File: src/dqm_regs.svh
// timing, framing and code constants for the slot to container mapper
`ifndef DQM_REGS_SVH
`define DQM_REGS_SVH

// ----------------------------------------------------------------
// timing
// ----------------------------------------------------------------
`define DQM_CLK_MHZ 50
`define DQM_OCT_NS 160
`define DQM_OCT_CYC ((`DQM_OCT_NS * `DQM_CLK_MHZ) / 1000)
`define DQM_DIV_W 4

// ----------------------------------------------------------------
// container framing
// ----------------------------------------------------------------
`define DQM_ROWS 4'h9
`define DQM_COLS 9'h105
`define DQM_ROW_J1 4'h0
`define DQM_ROW_C2 4'h2
`define DQM_ROW_F2 4'h4
`define DQM_ROW_H4 4'h5
`define DQM_ROW_F3 4'h6
`define DQM_COL_POH 9'h000
`define DQM_POH_FILL 8'h00
`define DQM_C2_CODE 8'h14

// ----------------------------------------------------------------
// slot layout
// ----------------------------------------------------------------
`define DQM_SLOT_LEN 6'h35
`define DQM_SLOT_LAST 6'h34
`define DQM_HCS_POS 6'h04
`define DQM_HDR_LEN 6'h05
`define DQM_HCS_MASK 8'h55
`define DQM_VOID 8'h00
`define DQM_SCR_LEN 43

// ----------------------------------------------------------------
// input path
// ----------------------------------------------------------------
`define DQM_SYNC_W 16
`define DQM_FIFO_W 11
`define DQM_FIFO_DEPTH 8

`endif

File: src/dqm_pkg.sv
// types shared by the slot to container mapper
package dqm_pkg;
  // octet type marker driven by the client with every octet
  typedef enum logic [1:0] {
    DQM_T_DATA = 2'h0,
    DQM_T_SLOT = 2'h1,
    DQM_T_M1 = 2'h2,
    DQM_T_M2 = 2'h3
  } dqm_otype_t;

  // link status codes carried in the position byte
  typedef enum logic [1:0] {
    DQM_LSS_CONNECTED = 2'h0,
    DQM_LSS_UP = 2'h1,
    DQM_LSS_HOB_INCAP = 2'h2,
    DQM_LSS_DOWN = 2'h3
  } dqm_lss_t;

  // source of the slot being mapped, one-hot
  typedef enum logic [1:0] {
    DQM_SRC_VOID = 2'b01,
    DQM_SRC_REAL = 2'b10
  } dqm_src_t;
endpackage : dqm_pkg

File: src/dqm_fifo.sv
// octet fifo between the slot capture and the container mapper
`timescale 1ns/1ps
`include "dqm_regs.svh"

module dqm_fifo #(
  parameter int WIDTH = `DQM_FIFO_W,
  parameter int DEPTH = `DQM_FIFO_DEPTH
) (
  input wire logic clk,
  input wire logic rst,
  input wire logic in_valid,
  output logic in_ready,
  input wire logic [WIDTH-1:0] in_data,
  output logic out_valid,
  input wire logic out_ready,
  output logic [WIDTH-1:0] out_data
);
  // depth must be a power of two, pointers wrap naturally
  localparam int AW = $clog2(DEPTH);

  logic [WIDTH-1:0] mem_r [DEPTH];
  logic [AW-1:0] wr_r;
  logic [AW-1:0] rd_r;
  logic [AW:0] cnt_r;
  wire push = in_valid & in_ready;
  wire pop = out_valid & out_ready;

  // honest flags from the fill count
  assign in_ready = (cnt_r != (AW+1)'(DEPTH));
  assign out_valid = (cnt_r != '0);
  assign out_data = mem_r[rd_r];

  // pointers and fill count
  always_ff @(posedge clk or posedge rst) begin
    if (rst) begin
      wr_r <= '0;
      rd_r <= '0;
      cnt_r <= '0;
    end else begin
      if (push) wr_r <= AW'(wr_r + 1'b1);
      if (pop) rd_r <= AW'(rd_r + 1'b1);
      cnt_r <= (AW+1)'(cnt_r + (AW+1)'(push) - (AW+1)'(pop));
    end
  end

  // storage array
  always_ff @(posedge clk) begin
    if (push) mem_r[wr_r] <= in_data;
  end
endmodule : dqm_fifo

File: src/dqm_mapper.sv
// slot stream to container-4 source mapper, top level
`timescale 1ns/1ps
`include "dqm_regs.svh"

// Functional notes
// RQ1: slots fill payload row by row on octet bounds and may span frames.
// RQ2: client marks each slot's first octet and both management octets.
// RQ3: client marks every octet valid or invalid.
// RQ4: scrambler runs only on the 48 payload octets, else holds state.
// RQ5: scrambler is self-synchronous, output xor output 43 bits back.
// RQ6: header check field is xored with 01010101 before mapping.
// RQ7: a six-bit slot boundary field goes out once per frame.
// RQ8: link status code sits in bits 1 and 2 of the position byte.
// RQ9: status codes are 00 connected, 11 down, 01 up, 10 no head of bus.
// RQ10: bits 3 to 8 count octets from position byte to next slot start.
// RQ11: slot offset value always lies between 0 and 52.
// RQ12: payload label byte carries 0001 0100.
// RQ13: first management octet in F2, second in F3.
// RQ14: frame start output is generated locally, not from the client.
// RQ15: container outputs are driven only while activated.
// RQ16: client stream frequency stays within 4,6 ppm of nominal.
// RQ17: management octets are handled independently of slot octets.
// RQ18: invalid or missing input maps void slots of 53 zero octets.
// RQ19: remote link status is copied into the next frame's position byte.
module dqm_mapper (
  input wire logic clk,
  input wire logic rst,
  input wire logic slot_clock_in,
  input wire logic [7:0] slot_data_in,
  input wire dqm_pkg::dqm_otype_t slot_octet_type,
  input wire logic octet_validity,
  input wire logic client_signal_fail_in,
  input wire dqm_pkg::dqm_lss_t remote_link_status_in,
  input wire logic function_activate,
  output logic [7:0] container_data_out,
  output logic container_clock_out,
  output logic container_frame_start_out,
  output logic container_drive
);
  import dqm_pkg::*;

  // ----------------------------------------------------------------
  // input synchronisers
  // ----------------------------------------------------------------
  logic [`DQM_SYNC_W-1:0] async_in;
  logic [`DQM_SYNC_W-1:0] lvl_w;
  logic sl_clk;
  logic [7:0] sl_data;
  logic [1:0] sl_type_bits;
  logic sl_valid;
  logic sl_fail;
  logic [1:0] sl_lss;
  logic sl_act;

  // everything from the pins crosses in one bundle
  assign async_in = {function_activate, remote_link_status_in, client_signal_fail_in,
                     octet_validity, slot_octet_type, slot_data_in, slot_clock_in};

  // three stages per bit, a level counts once stages two and three agree
  for (genvar i = 0; i < `DQM_SYNC_W; i++) begin : g_sync
    logic s1_r;
    logic s2_r;
    logic s3_r;
    logic lvl_r;
    always_ff @(posedge clk or posedge rst) begin
      if (rst) begin
        s1_r <= 1'b0;
        s2_r <= 1'b0;
        s3_r <= 1'b0;
        lvl_r <= 1'b0;
      end else begin
        s1_r <= async_in[i];
        s2_r <= s1_r;
        s3_r <= s2_r;
        if (s2_r == s3_r) lvl_r <= s3_r;
      end
    end
    assign lvl_w[i] = lvl_r;
  end

  // split the filtered bundle back into named levels
  assign {sl_act, sl_lss, sl_fail, sl_valid, sl_type_bits, sl_data, sl_clk} = lvl_w;

  // ----------------------------------------------------------------
  // octet capture on the slot clock rising edge
  // ----------------------------------------------------------------
  logic sl_clk_d_r;
  logic sl_edge;
  logic cap_valid_r;
  logic [`DQM_FIFO_W-1:0] cap_word_r;
  logic f_in_ready;
  logic f_valid;
  logic f_pop;
  logic [`DQM_FIFO_W-1:0] f_word;

  assign sl_edge = sl_clk & ~sl_clk_d_r;

  // edge detector on the filtered clock level
  always_ff @(posedge clk or posedge rst) begin
    if (rst) sl_clk_d_r <= 1'b0;
    else sl_clk_d_r <= sl_clk;
  end

  // holding stage waits for fifo room; a failed client counts as invalid
  always_ff @(posedge clk or posedge rst) begin
    if (rst) begin
      cap_valid_r <= 1'b0;
      cap_word_r <= '0;
    end else if (sl_edge) begin
      cap_valid_r <= 1'b1;
      cap_word_r <= {sl_type_bits, sl_valid & ~sl_fail, sl_data}; // RQ2 RQ3
    end else if (f_in_ready) begin
      cap_valid_r <= 1'b0;
    end
  end

  dqm_fifo #(
    .WIDTH(`DQM_FIFO_W),
    .DEPTH(`DQM_FIFO_DEPTH)
  ) u_fifo (
    .clk(clk),
    .rst(rst),
    .in_valid(cap_valid_r),
    .in_ready(f_in_ready),
    .in_data(cap_word_r),
    .out_valid(f_valid),
    .out_ready(f_pop),
    .out_data(f_word)
  );

  // ----------------------------------------------------------------
  // octet timing and container frame position
  // ----------------------------------------------------------------
  logic [`DQM_DIV_W-1:0] div_r;
  logic [`DQM_DIV_W-1:0] div_nxt;
  logic oct_en;
  logic [3:0] row_r;
  logic [8:0] col_r;
  logic is_poh;
  logic oct_pay;
  logic frame_pos;

  // one octet per divider turn, clock output high in the second half
  assign oct_en = (div_r == `DQM_DIV_W'(`DQM_OCT_CYC - 1));
  assign div_nxt = oct_en ? '0 : `DQM_DIV_W'(div_r + 1'b1);
  assign is_poh = (col_r == `DQM_COL_POH);
  assign oct_pay = oct_en & ~is_poh;
  assign frame_pos = is_poh & (row_r == `DQM_ROW_J1);

  // divider
  always_ff @(posedge clk or posedge rst) begin
    if (rst) div_r <= '0;
    else div_r <= div_nxt;
  end

  // row and column of the octet being emitted
  always_ff @(posedge clk or posedge rst) begin
    if (rst) begin
      row_r <= `DQM_ROW_J1;
      col_r <= `DQM_COL_POH;
    end else if (oct_en) begin
      if (col_r == `DQM_COLS - 1'b1) begin
        col_r <= `DQM_COL_POH;
        row_r <= (row_r == `DQM_ROWS - 1'b1) ? `DQM_ROW_J1 : 4'(row_r + 1'b1);
      end else begin
        col_r <= 9'(col_r + 1'b1);
      end
    end
  end

  // ----------------------------------------------------------------
  // slot assembly from the fifo head
  // ----------------------------------------------------------------
  logic [1:0] h_type_bits;
  dqm_otype_t h_type;
  logic h_ok;
  logic [7:0] h_data;
  logic h_is_m1;
  logic h_is_m2;
  logic h_is_data;
  logic h_is_start;
  logic [5:0] slot_pos_r;
  dqm_src_t src_r;
  logic at_start;
  logic in_real;
  logic start_ok;
  logic pop_start;
  logic pop_data;
  logic pop_orphan;
  logic take;
  logic [7:0] raw;

  assign {h_type_bits, h_ok, h_data} = f_word;
  assign h_type = dqm_otype_t'(h_type_bits);
  assign h_is_m1 = f_valid & (h_type == DQM_T_M1);
  assign h_is_m2 = f_valid & (h_type == DQM_T_M2);
  assign h_is_data = f_valid & (h_type == DQM_T_DATA);
  assign h_is_start = f_valid & (h_type == DQM_T_SLOT);

  // a real slot starts only on a valid first octet at a slot boundary
  assign at_start = (slot_pos_r == '0);
  assign in_real = (src_r == DQM_SRC_REAL) & ~at_start;
  assign start_ok = h_is_start & h_ok;
  assign pop_start = oct_pay & at_start & h_is_start;
  assign pop_data = oct_pay & in_real & h_is_data;
  // stray body octets outside a real slot are dropped at once
  assign pop_orphan = h_is_data & ~in_real;
  // management octets leave the fifo whenever they reach its head
  assign f_pop = h_is_m1 | h_is_m2 | pop_start | pop_data | pop_orphan; // RQ17
  // missing or invalid octets become zero, so a void slot is all zeros
  assign take = (pop_start | pop_data) & h_ok;
  assign raw = take ? h_data : `DQM_VOID; // RQ18

  // slot octet position, runs only on payload octets
  always_ff @(posedge clk or posedge rst) begin
    if (rst) begin
      slot_pos_r <= '0;
      src_r <= DQM_SRC_VOID;
    end else if (oct_pay) begin
      slot_pos_r <= (slot_pos_r == `DQM_SLOT_LAST) ? '0 : 6'(slot_pos_r + 1'b1); // RQ1
      if (at_start) src_r <= start_ok ? DQM_SRC_REAL : DQM_SRC_VOID; // RQ18
    end
  end

  // ----------------------------------------------------------------
  // header check pattern and payload scrambling
  // ----------------------------------------------------------------
  logic is_hcs;
  logic is_body;
  logic [7:0] scr_out;
  logic [7:0] proc;

  assign is_hcs = (slot_pos_r == `DQM_HCS_POS);
  assign is_body = (slot_pos_r >= `DQM_HDR_LEN);
  assign proc = is_hcs ? (raw ^ `DQM_HCS_MASK) : (is_body ? scr_out : raw); // RQ6

  dqm_scrambler u_scr (
    .clk(clk),
    .rst(rst),
    .en(oct_pay & is_body),
    .data_in(raw),
    .data_out(scr_out)
  );

  // ----------------------------------------------------------------
  // path overhead bytes
  // ----------------------------------------------------------------
  logic [7:0] m1_r;
  logic [7:0] m2_r;
  dqm_lss_t lss_r;
  logic [5:0] offset;
  logic [7:0] h4;
  logic [7:0] poh;
  logic [7:0] oct_val;

  // octets still to come before the next slot boundary
  assign offset = at_start ? '0 : 6'(`DQM_SLOT_LEN - slot_pos_r); // RQ10 RQ11
  assign h4 = {lss_r, offset}; // RQ7 RQ8 RQ9
  assign poh = (row_r == `DQM_ROW_C2) ? `DQM_C2_CODE : // RQ12
               (row_r == `DQM_ROW_F2) ? m1_r : // RQ13
               (row_r == `DQM_ROW_H4) ? h4 :
               (row_r == `DQM_ROW_F3) ? m2_r : `DQM_POH_FILL; // RQ13
  assign oct_val = is_poh ? poh : proc;

  // management octets are sent once, then zero; a new arrival wins over the clear
  always_ff @(posedge clk or posedge rst) begin
    if (rst) begin
      m1_r <= `DQM_VOID;
      m2_r <= `DQM_VOID;
    end else begin
      if (h_is_m1) m1_r <= h_ok ? h_data : `DQM_VOID; // RQ13
      else if (oct_en & is_poh & (row_r == `DQM_ROW_F2)) m1_r <= `DQM_VOID;
      if (h_is_m2) m2_r <= h_ok ? h_data : `DQM_VOID; // RQ13
      else if (oct_en & is_poh & (row_r == `DQM_ROW_F3)) m2_r <= `DQM_VOID;
    end
  end

  // link status sampled at frame start, sent in that frame's position byte
  always_ff @(posedge clk or posedge rst) begin
    if (rst) lss_r <= DQM_LSS_DOWN;
    else if (oct_en & frame_pos) lss_r <= dqm_lss_t'(sl_lss); // RQ19
  end

  // ----------------------------------------------------------------
  // output registers
  // ----------------------------------------------------------------
  logic [7:0] data_out_r;
  logic clk_out_r;
  logic fs_r;
  logic drive_r;

  // outputs stay quiet unless activated; fs is local, never the client's
  always_ff @(posedge clk or posedge rst) begin
    if (rst) begin
      data_out_r <= '0;
      fs_r <= 1'b0;
      drive_r <= 1'b0;
    end else if (oct_en) begin
      data_out_r <= sl_act ? oct_val : '0; // RQ15
      fs_r <= sl_act & frame_pos; // RQ14
      drive_r <= sl_act; // RQ15
    end
  end

  // container clock, rising in mid octet, only inside an octet that is driven
  always_ff @(posedge clk or posedge rst) begin
    if (rst) clk_out_r <= 1'b0;
    else clk_out_r <= drive_r & (div_nxt >= `DQM_DIV_W'(`DQM_OCT_CYC / 2)); // RQ15
  end

  assign container_data_out = data_out_r;
  assign container_clock_out = clk_out_r;
  assign container_frame_start_out = fs_r;
  assign container_drive = drive_r;
endmodule : dqm_mapper

File: src/dqm_scrambler.sv
// self-synchronous x^43+1 payload scrambler, eight bits per enable
`timescale 1ns/1ps
`include "dqm_regs.svh"

module dqm_scrambler (
  input wire logic clk,
  input wire logic rst,
  input wire logic en,
  input wire logic [7:0] data_in,
  output logic [7:0] data_out
);
  logic [`DQM_SCR_LEN-1:0] sr_r;
  logic [`DQM_SCR_LEN-1:0] sr_nxt;

  // msb goes first; each bit meets the output bit 43 places back
  always_comb begin
    sr_nxt = sr_r;
    data_out = '0;
    for (int i = 7; i >= 0; i--) begin
      data_out[i] = data_in[i] ^ sr_nxt[`DQM_SCR_LEN-1]; // RQ5
      sr_nxt = {sr_nxt[`DQM_SCR_LEN-2:0], data_out[i]};
    end
  end

  // state advances only on payload octets
  always_ff @(posedge clk or posedge rst) begin
    if (rst) begin
      sr_r <= '0;
    end else if (en) begin
      sr_r <= sr_nxt; // RQ4
    end
  end
endmodule : dqm_scrambler
File: config.mk
export PLATFORM = sky130hd
export DESIGN_NAME = dqm_mapper
export DESIGN_NICKNAME = d
export VERILOG_FILES = /design/src/dqm_pkg.sv /design/src/dqm_fifo.sv /design/src/dqm_mapper.sv /design/src/dqm_scrambler.sv
export VERILOG_INCLUDE_DIRS = /design/src
export SDC_FILE = /design/constraint.sdc
export NUM_CORES = 1
export LEC_CHECK = 0
export BUFFER_PORTS_ARGS = -buffer_cell sky130_fd_sc_hd__buf_4
export CAP_MARGIN = 20
export CORE_MARGIN = 1.5
export CORE_UTILIZATION = 40
export DETAILED_ROUTE_END_ITERATION = 10
export PLACE_DENSITY_LB_ADDON = 0.2
export SYNTH_ARGS = -nofsm -noshare
export SYNTH_HDL_FRONTEND = slang
export SYNTH_SLANG_ARGS = --single-unit
File: constraint.sdc
create_clock -name clk -period 5.85 [get_ports clk]
set_input_delay 0.585 -clock clk [delete_from_list [all_inputs] [get_ports clk]]
set_output_delay 0.585 -clock clk [all_outputs]
set_load 0.01 [all_outputs]
==> impl_metrics.tcl, run 1 <==
set metrics [dict create \
    status "complete, no violations" \
    numCtsBuffers 29 \
    cts_max_level 1 \
    grt_overflow 0 \
    finalMaxSlewViolations 0 \
    ys_async_sr_fraction_pct 67.6 \
    yosysWarnings 0 \
    dieArea_sq_um 28200 \
    ys_types 61 \
    cts_max_path_buffers 3 \
    avgRoutedWirePerCell_um 17.4 \
    cp.arrival_ps 4110 \
    cp-end-kind "register" \
    die_w_um 168 \
    synth_edf_count 88 \
    clock_latency_ps 560 \
    grt_max_degree 125 \
    wl_met1_mm 8.83 \
    syn2layout_area_growth_pct 15.4 \
    synth_top_flop_cell "dfrtp_1" \
    start_util_pct 40.5 \
    viasPerCell 5.20 \
    route.top_layer_used "met4" \
    dp_hpwl_mm 13.3 \
    grt_usage_pct 15.1 \
    peakVddDrop_v 0.000209 \
    synth_area_sq_um 10900 \
    hold_class "in2reg" \
    yosysMostFrequentCell "dfrtp_1" \
    period_needed_ps 3670 \
    place.gp.congestion 0.842 \
    rr_startpoint "u_fifo.rd_r[0]" \
    hold_depth 1 \
    die_h_um 168 \
    met2RoutedLength_mm 10.0 \
    synth_top_cell_by_area "dfrtp_1" \
    place.port_buffers 28 \
    power-per-cell-area_nw_per_um2 423 \
    slew_headroom_pct 33.1 \
    hold-path-endpoint "g_sync[6].s1_r" \
    syn-num-nets 787 \
    synth-seq-cells 272 \
    p_leak_uw 0.00515 \
    ys_top_cells_by_area "dfrtp_1, edfxtp_1, mux2_2, mux4_2, ha_1" \
    cts_tree "yes" \
    path_clk_slew_ps 60 \
    dp_cells 1103 \
    avgSynthCellArea_sq_um 14.5 \
    worst_r2r_path_depth 12 \
    cts.sinks 272 \
    critPathKind "reg2reg" \
    r2r_slack_ps 2180 \
    grt_pass1_vias 6454 \
    drive_gt1_share_pct 23.5 \
    required_ps 6290 \
    syn_inst 748 \
    final-hold-violation-count 0 \
    critical_path.max_fanout 16 \
    fin_cells 1157 \
    wl_mm 20.1 \
    diodes 0 \
    clock.fmax_mhz 272 \
    setup_tns_ps 0 \
    cts_root_buf "clkbuf_16" \
    row_count 60 \
    cts.hold.buffers_added 0 \
    start_kind "register" \
    drc 0 \
    ctsResizeCount 0 \
    maxCapViolCount 0 \
    num_vias 6016 \
    wl_met3_um 715 \
    cts_setup_buffers 0 \
    hp-start "slot_data_in[5]" \
    rsz0062_at_grt "false" \
    finalCritPeriodShare_pct 62.8 \
    ios 29 \
    skew_ps 16.9 \
    core_area_sq_um 26800 \
    worst_pin_slew_ps 1000 \
    grt_first_pass_wirelength_mm 34.0 \
    rr_endpoint "u_fifo.cnt_r[2]" \
    finalSetupViolCount 0 \
    nNetsFinal 832 \
    antenna_found_initial 0 \
    dr.pass1.iters 4 \
    ant_nets 0 \
    synth_top_area_share_pct 41.7 \
    yosysSeqAreaShare_pct 66.7 \
    initialDrtViolationCount 327 \
    synth_common_cells "dfrtp_1, edfxtp_1, mux2_2" \
]
-- worst max-delay path, cell delays in order (launching register included) --
cell     delay (ps)
dfrtp_1         970
mux4_2          610
mux2i_2         360
a21oi_1         120
nor2_1          170
o21ai_0         190
inv_1           120
ha_1            230
inv_1            60
ha_1            150
inv_1            60
fa_1            380
xnor2_1         140
-- how the worst max path moves through the flow --
| stage | start | to | slack, ps | cells past startpoint |
|---|---|---|---|---|
| 6_report | u_fifo.rd_r[0] | u_fifo.cnt_r[2] | 2180 | 12 |
| 5_1_grt | u_fifo.rd_r[0] | u_fifo.cnt_r[3] | 1950 | 12 |
| 4_1_cts | u_fifo.rd_r[0] | u_fifo.cnt_r[2] | 2140 | 10 |
| 3_5_place_dp | u_fifo.rd_r[0] | u_fifo.cnt_r[2] | 2160 | 10 |
| 3_3_place_gp | u_fifo.rd_r[0] | u_fifo.cnt_r[1] | 2240 | 10 |
| 2_1_floorplan | rst | cap_valid_r | 270 | 1 |
-- kinds of logic after synthesis --
family / share of synthesized area, %
XOR/XNOR: 2.82
flip-flops: 66.7
buffers and inverters: 2.02
multiplexers: 10.8
AND/OR/NAND/NOR: 7.74
adder cells (fa/ha/maj): 3.96
AO/OA/AOI/OAI: 5.92
-- cell type report --
| cell class | instances | area [sq um] |
|---|---|---|
| timing repair buffer | 41 | 323 |
| fill | 2331 | 14300 |
| inverter | 24 | 97.6 |
| sequential | 272 | 7250 |
| clock inverter | 15 | 200 |
| clock buffer | 39 | 823 |
| tap | 341 | 427 |
| multi-input combinational | 425 | 3420 |
-- registers in the layout, indices dropped and copies added, names as in the netlist, 2 cells and up --
register / count
cap_word_r: 11
col_r: 9
container_data_out: 8
div_r: 4
g_sync.lvl_r: 16
g_sync.s1_r: 16
g_sync.s2_r: 16
g_sync.s3_r: 16
lss_r: 2
m1_r: 8
m2_r: 8
row_r: 4
slot_pos_r: 6
src_r: 2
u_fifo.cnt_r: 4
u_fifo.mem_r: 88
u_fifo.rd_r: 3
u_fifo.wr_r: 3
u_scr.sr_r: 43
-- cells in the final DEF (no fill, tap or decap), types with 8 or more instances in the layout --
cell type / instances
nand2_1: 38
mux2_2: 50
maj3_1: 16
mux4_2: 22
mux2i_1: 8
nand4_1: 10
buf_4: 37
inv_1: 23
xnor2_1: 20
edfxtp_1: 88
a21oi_1: 21
xor2_1: 15
ha_1: 20
dfrtp_1: 181
nand3_1: 22
o21ai_0: 47
or2_2: 8
clkbuf_16: 29
nand2b_1: 10
nor3_1: 12
nor2_1: 37
-- power by group --
group	switching, uW	internal, uW
combinational	519	457
clock	744	1170
sequential	191	2220
total	1450	3850
-- metal layers --
| layer | up-vias | GRT usage, % |
|---|---|---|
| met5 | - | 0 |
| met2 | 105 | 26.0 |
| met3 | 41 | 2.21 |
| met4 | 0 | 5.33 |
| met1 | 3065 | 19.7 |
| li1 | 2805 | - |
-- per-stage QoR --
stage	util [%]	cell area (sq um)	power [uW]	setup WS, ps	hold WS, ps
4_1_cts	46.8	12500	5380	2140	103
2_1_floorplan	-	10900	3160	270	331
5_1_grt	46.8	12500	5590	1950	111
3_5_place_dp	43.0	11500	3440	2160	335
6_report	46.8	12500	5300	2180	130
3_3_place_gp	42.8	11500	3370	2240	332
No activity file was read; power rests on OpenSTA's default activity.
==> run 2, diff against run 1 <==
==> constraint.sdc (replaced) <==
create_clock -name clk -period 3.1 [get_ports clk]
set_input_delay 0.31 -clock clk [delete_from_list [all_inputs] [get_ports clk]]
set_output_delay 0.31 -clock clk [all_outputs]
set_load 0.01 [all_outputs]
==> run 2 against run 1 <==
Largest cell class unchanged. Non-clock buffer count up 32. Critical path depth unchanged. Clock skew down 5.0 ps. Global-route usage down 0.42 points. Highest routed layer unchanged. Count of clock-buffer cells in the layout unchanged. Register-to-register slack worse by 1900 ps. Die area unchanged. Critical endpoint unchanged.
==> impl_metrics.tcl, run 2 (synthesis results as in run 1) <==
set metrics [dict create \
    core_area_sq_um 26800 \
    final_common_cell "dfrtp_1" \
    finalMaxSlewViolations 0 \
    dieArea_sq_um 28200 \
    viasPerCell 5.10 \
    nNetsFinal 862 \
    ant_nets 0 \
    clkPwrFrac_pct 32.8 \
    path_clk_slew_ps 60 \
    final-hold-violation-count 0 \
    start_util_pct 40.5 \
    initialDrtViolationCount 355 \
    layout_common_cells "dfrtp_1, edfxtp_1, buf_4" \
    grt_usage_pct 14.7 \
    largest_register_ffs 88 \
    hold-path-endpoint "g_sync[0].s2_r" \
    drc 0 \
    peakVddDrop_v 0.000473 \
    worst_pin_slew_ps 817 \
    setup_tns_ps 0 \
    swShare_pct 27.9 \
    biggestRegsByFlops "u_fifo.mem_r (88), u_scr.sr_r (43)" \
    syn2layout_area_growth_pct 17.1 \
    dp_hpwl_mm 13.5 \
    cts_max_level 1 \
    hold_class "reg2reg" \
    row_count 60 \
    grt_overflow 0 \
    dr.pass1.iters 4 \
    grt_pass1_vias 6314 \
    cts_root_buf "clkbuf_16" \
    power-per-cell-area_nw_per_um2 764 \
    diodes 0 \
    whs_ps 341 \
    drive_gt1_share_pct 24.1 \
    cp.arrival_ps 3240 \
    critPathKind "reg2reg" \
    die_w_um 168 \
    numCtsBuffers 27 \
    switchingPower_uw 2710 \
    skew_ps 11.9 \
    wl_mm 19.9 \
    status "complete, no violations" \
    finalSetupViolCount 0 \
    rr_endpoint "u_fifo.cnt_r[2]" \
    num_vias 6034 \
    cts_tree "yes" \
    clock.fmax_mhz 356 \
    r2r_slack_ps 290 \
    finalCritPeriodShare_pct 90.6 \
    period_needed_ps 2810 \
    required_ps 3530 \
    start_kind "register" \
    p_leak_uw 0.00522 \
    cts_max_path_buffers 3 \
    die_h_um 168 \
    slew_headroom_pct 45.0 \
    grt_max_degree 76 \
    internal-power_uw 7000 \
    critical_path.max_fanout 5 \
    hp-start "g_sync[0].s1_r" \
    avgRoutedWirePerCell_um 16.9 \
    rr_startpoint "u_fifo.rd_r[0]" \
    place.port_buffers 28 \
    pwr-share-seq_pct 46.3 \
    hold_depth 0 \
    largest_register "u_fifo.mem_r" \
    place.gp.congestion 0.827 \
    cts.sinks 272 \
    final.fill_count 2295 \
    power_frac_comb_pct 20.9 \
    cp-end-kind "register" \
    worst_r2r_path_depth 12 \
    ios 29 \
    clock_latency_ps 550 \
    rsz0062_at_grt "false" \
    grt_first_pass_wirelength_mm 33.1 \
    maxCapViolCount 0 \
    antenna_found_initial 0 \
]
## run 2: timing repair
item                                   CTS  global route
gates resized for setup                  0             6
buffers inserted                         0             2
hold buffers                            17             0
endpoints found under the hold margin   36             0
setup endpoints to repair                0             3
## run 2: how the worst max path moves through the flow
stage / start / to
6_report: u_fifo.rd_r[0] / u_fifo.cnt_r[2]
5_1_grt: col_r[0] / u_fifo.cnt_r[2]
4_1_cts: col_r[1] / u_fifo.cnt_r[2]
3_5_place_dp: col_r[1] / u_fifo.cnt_r[2]
3_3_place_gp: col_r[0] / u_fifo.cnt_r[1]
2_1_floorplan: col_r[0] / u_fifo.cnt_r[2]
## run 2: final cells by class
cell class / instances / area [sq um] / share of cell area, %
Clock inverter: 9 / 73.8 / 0.580
Timing Repair Buffer: 73 / 641 / 5.04
Sequential cell: 272 / 7250 / 57.0
Clock buffer: 39 / 812 / 6.38
Tap cell: 341 / 427 / 3.35
Multi-Input combinational cell: 425 / 3420 / 26.9
Inverter: 24 / 93.8 / 0.738
## run 2: critical path: stages, from the launching register on
cell	delay, ps
dfrtp_2	420
mux4_2	520
mux2i_2	280
a21oi_1	110
nor2_1	180
o21ai_1	100
inv_1	70
ha_1	220
inv_1	60
ha_1	160
inv_1	60
fa_1	380
xnor2_1	140
## run 2: layer usage
layer | share of wire (%) | track usage, %
met3 | 3.3 | 2.26
met2 | 49 | 25.0
met4 | 3.2 | 5.05
met1 | 44 | 19.4
met5 | 0 | 0
## run 2: through the flow
step	util [%]	power, uW	cells	area (sq um)	setup WS, ps
4_1_cts	47.3	9830	1181	12700	11.4
3_5_place_dp	43.4	6590	1116	11600	17.6
6_report	47.5	9720	1183	12700	293
5_1_grt	47.5	10200	1183	12700	11.6
3_3_place_gp	43.4	6500	1116	11600	31.9
2_1_floorplan	-	5970	748	10900	116
## run 2: power groups by stage
stage | clock network [uW] | registers [uW] | logic [uW]
2_1_floorplan | 0 | 4430 | 1540
3_3_place_gp | 0 | 4550 | 1950
3_5_place_dp | 0 | 4580 | 2010
4_1_cts | 3270 | 4510 | 2040
5_1_grt | 3420 | 4560 | 2260
6_report | 3190 | 4500 | 2030
==> run 3, diff against run 2 <==
--- a/config.mk
+++ b/config.mk
@@ -9,7 +9,7 @@
 export BUFFER_PORTS_ARGS = -buffer_cell sky130_fd_sc_hd__buf_4
 export CAP_MARGIN = 20
 export CORE_MARGIN = 1.5
-export CORE_UTILIZATION = 40
+export CORE_UTILIZATION = 45
 export DETAILED_ROUTE_END_ITERATION = 10
 export PLACE_DENSITY_LB_ADDON = 0.2
 export SYNTH_ARGS = -nofsm -noshare
==> constraint.sdc (replaced) <==
create_clock -name clk -period 3.6 [get_ports clk]
set_input_delay 0.36 -clock clk [delete_from_list [all_inputs] [get_ports clk]]
set_output_delay 0.36 -clock clk [all_outputs]
set_load 0.01 [all_outputs]
==> run 3 against run 2 <==
Sequential share of layout area rose by 0.35 points. Die area is 11% lower. Via count grew 0.60%. Total power decreased by 14%. Clock skew shrank 1.9 ps. Register-to-register slack better by 90 ps. Flip-flop and latch count unchanged. Largest cell class unchanged.
==> impl_metrics.tcl, run 3 (synthesis results as in run 1) <==
set metrics [dict create \
    finalCritPeriodShare_pct 89.4 \
    rsz0062_at_grt "false" \
    dp_cells 1088 \
    slowest_delay_ps 570 \
    finalPower_uw 8380 \
    finalMaxSlewViolations 0 \
    path_clk_slew_ps 60 \
    cts_root_buf "clkbuf_16" \
    largest_register "u_fifo.mem_r" \
    maxCapViolCount 0 \
    antenna_found_initial 0 \
    viasPerCell 5.24 \
    drive_gt1_share_pct 22.4 \
    numCtsBuffers 28 \
    hold_class "in2async" \
    cts.sinks 272 \
    critPathTopFamily "multiplexers" \
    grt_usage_pct 16.9 \
    crit_buf_inv 3 \
    final_common_cell "dfrtp_1" \
    cts_max_level 1 \
    finalSetupViolCount 0 \
    power-per-cell-area_nw_per_um2 663 \
    post-route-cell-area_sq_um 12600 \
    start_util_pct 46.0 \
    cts_tree "yes" \
    place.port_buffers 28 \
    syn2layout_area_growth_pct 16.3 \
    layout_common_cells "dfrtp_1, edfxtp_1, mux2_2" \
    critPathMostFrequentCell "inv_1" \
    dr.pass1.iters 5 \
    dp_hpwl_mm 13.3 \
    cts_setup_buffers 0 \
    nNetsFinal 856 \
    peakVddDrop_v 0.000389 \
    cpMaxStageDelayCell "dfrtp_1" \
    diodes 0 \
    worst_pin_slew_ps 772 \
    cp-end-kind "register" \
    grt_max_degree 77 \
    die_w_um 158 \
    place_area_sq_um 11500 \
    biggestRegsByFlops "u_fifo.mem_r (88), u_scr.sr_r (43)" \
    skew_ps 9.98 \
    crit_chain "mux4_2 > mux2_2 > o21ai_0 > inv_1 > ha_1 > inv_1 > ha_1 > inv_1 > fa_1 > xnor2_1" \
    wl_mm 19.9 \
    period_needed_ps 3220 \
    critical_path.max_fanout 12 \
    drc 0 \
    cts.hold.buffers_added 16 \
    avgRoutedWirePerCell_um 17.2 \
    final-hold-violation-count 0 \
    clock_latency_ps 540 \
    ctsResizeCount 0 \
    row_count 56 \
    status "complete, no violations" \
    start_kind "register" \
    critPathKind "reg2reg" \
    initialDrtViolationCount 302 \
    core_area_sq_um 23600 \
    largest_register_ffs 88 \
    grt_first_pass_wirelength_mm 33.2 \
    fin_cells 1158 \
    dieArea_sq_um 25100 \
    grt_overflow 0 \
    grt_pass1_vias 6430 \
    setup_tns_ps 0 \
    clock.fmax_mhz 311 \
    p_leak_uw 0.00520 \
    die_h_um 158 \
    required_ps 4020 \
    ios 29 \
    cts_max_path_buffers 3 \
    place.gp.congestion 0.848 \
    num_vias 6070 \
    ant_nets 0 \
    slew_headroom_pct 48.0 \
    cp.arrival_ps 3640 \
]
==> run 3: final timing paths <==
| check | from | end | slack (ps) | cells past startpoint |
|---|---|---|---|---|
| setup / recovery | u_fifo.rd_r[0] | u_fifo.cnt_r[2] | 380 | 10 |
| hold / removal | rst | g_sync[15].s1_r | 320 | 3 |
| setup reg to reg | u_fifo.rd_r[0] | u_fifo.cnt_r[2] | 380 | 10 |
| hold reg to reg | g_sync[13].s1_r | g_sync[13].s2_r | 350 | 0 |
| max in group asynchronous | rst | g_sync[8].s3_r | 2600 | 4 |
| min in group clk | g_sync[13].s1_r | g_sync[13].s2_r | 350 | 0 |
==> run 3: power by group <==
part	total [uW]	leakage, uW	internal [uW]	switching, uW
sequential	3880	0.00311	3610	272
combinational	1650	0.00164	776	877
clock	2850	0.000447	1700	1150
==> run 3: area by class of cell <==
type | count | area (sq um)
tap | 319 | 399
inverter | 24 | 93.8
multi-input combinational | 425 | 3410
clock buffer | 42 | 773
timing repair buffer | 66 | 576
clock inverter | 10 | 138
fill | 1998 | 11000
sequential | 272 | 7250
==> run 3: worst register-to-register path, stage by stage (launching register included) <==
cell	delay, ps
dfrtp_1	570
mux4_2	560
mux2_2	370
o21ai_0	410
inv_1	100
ha_1	300
inv_1	60
ha_1	150
inv_1	60
fa_1	380
xnor2_1	140
==> run 3: layer usage <==
layer / wire, um / global-route usage (%) / up-vias
met5: 0 / 0 / -
met1: 8700 / 21.4 / 3105
met2: 10100 / 30.0 / 91
met3: 565 / 2.37 / 37
met4: 501 / 5.38 / 0
li1: - / - / 2837
==> run 3: through the flow <==
stage	hold slack, ps	setup slack (ps)	util (%)
floorplan	331	616	-
CTS	71.5	325	53.4
global route	335	94.5	53.5
detailed placement	336	361	48.9
finish	323	383	53.5
global placement	332	426	48.9
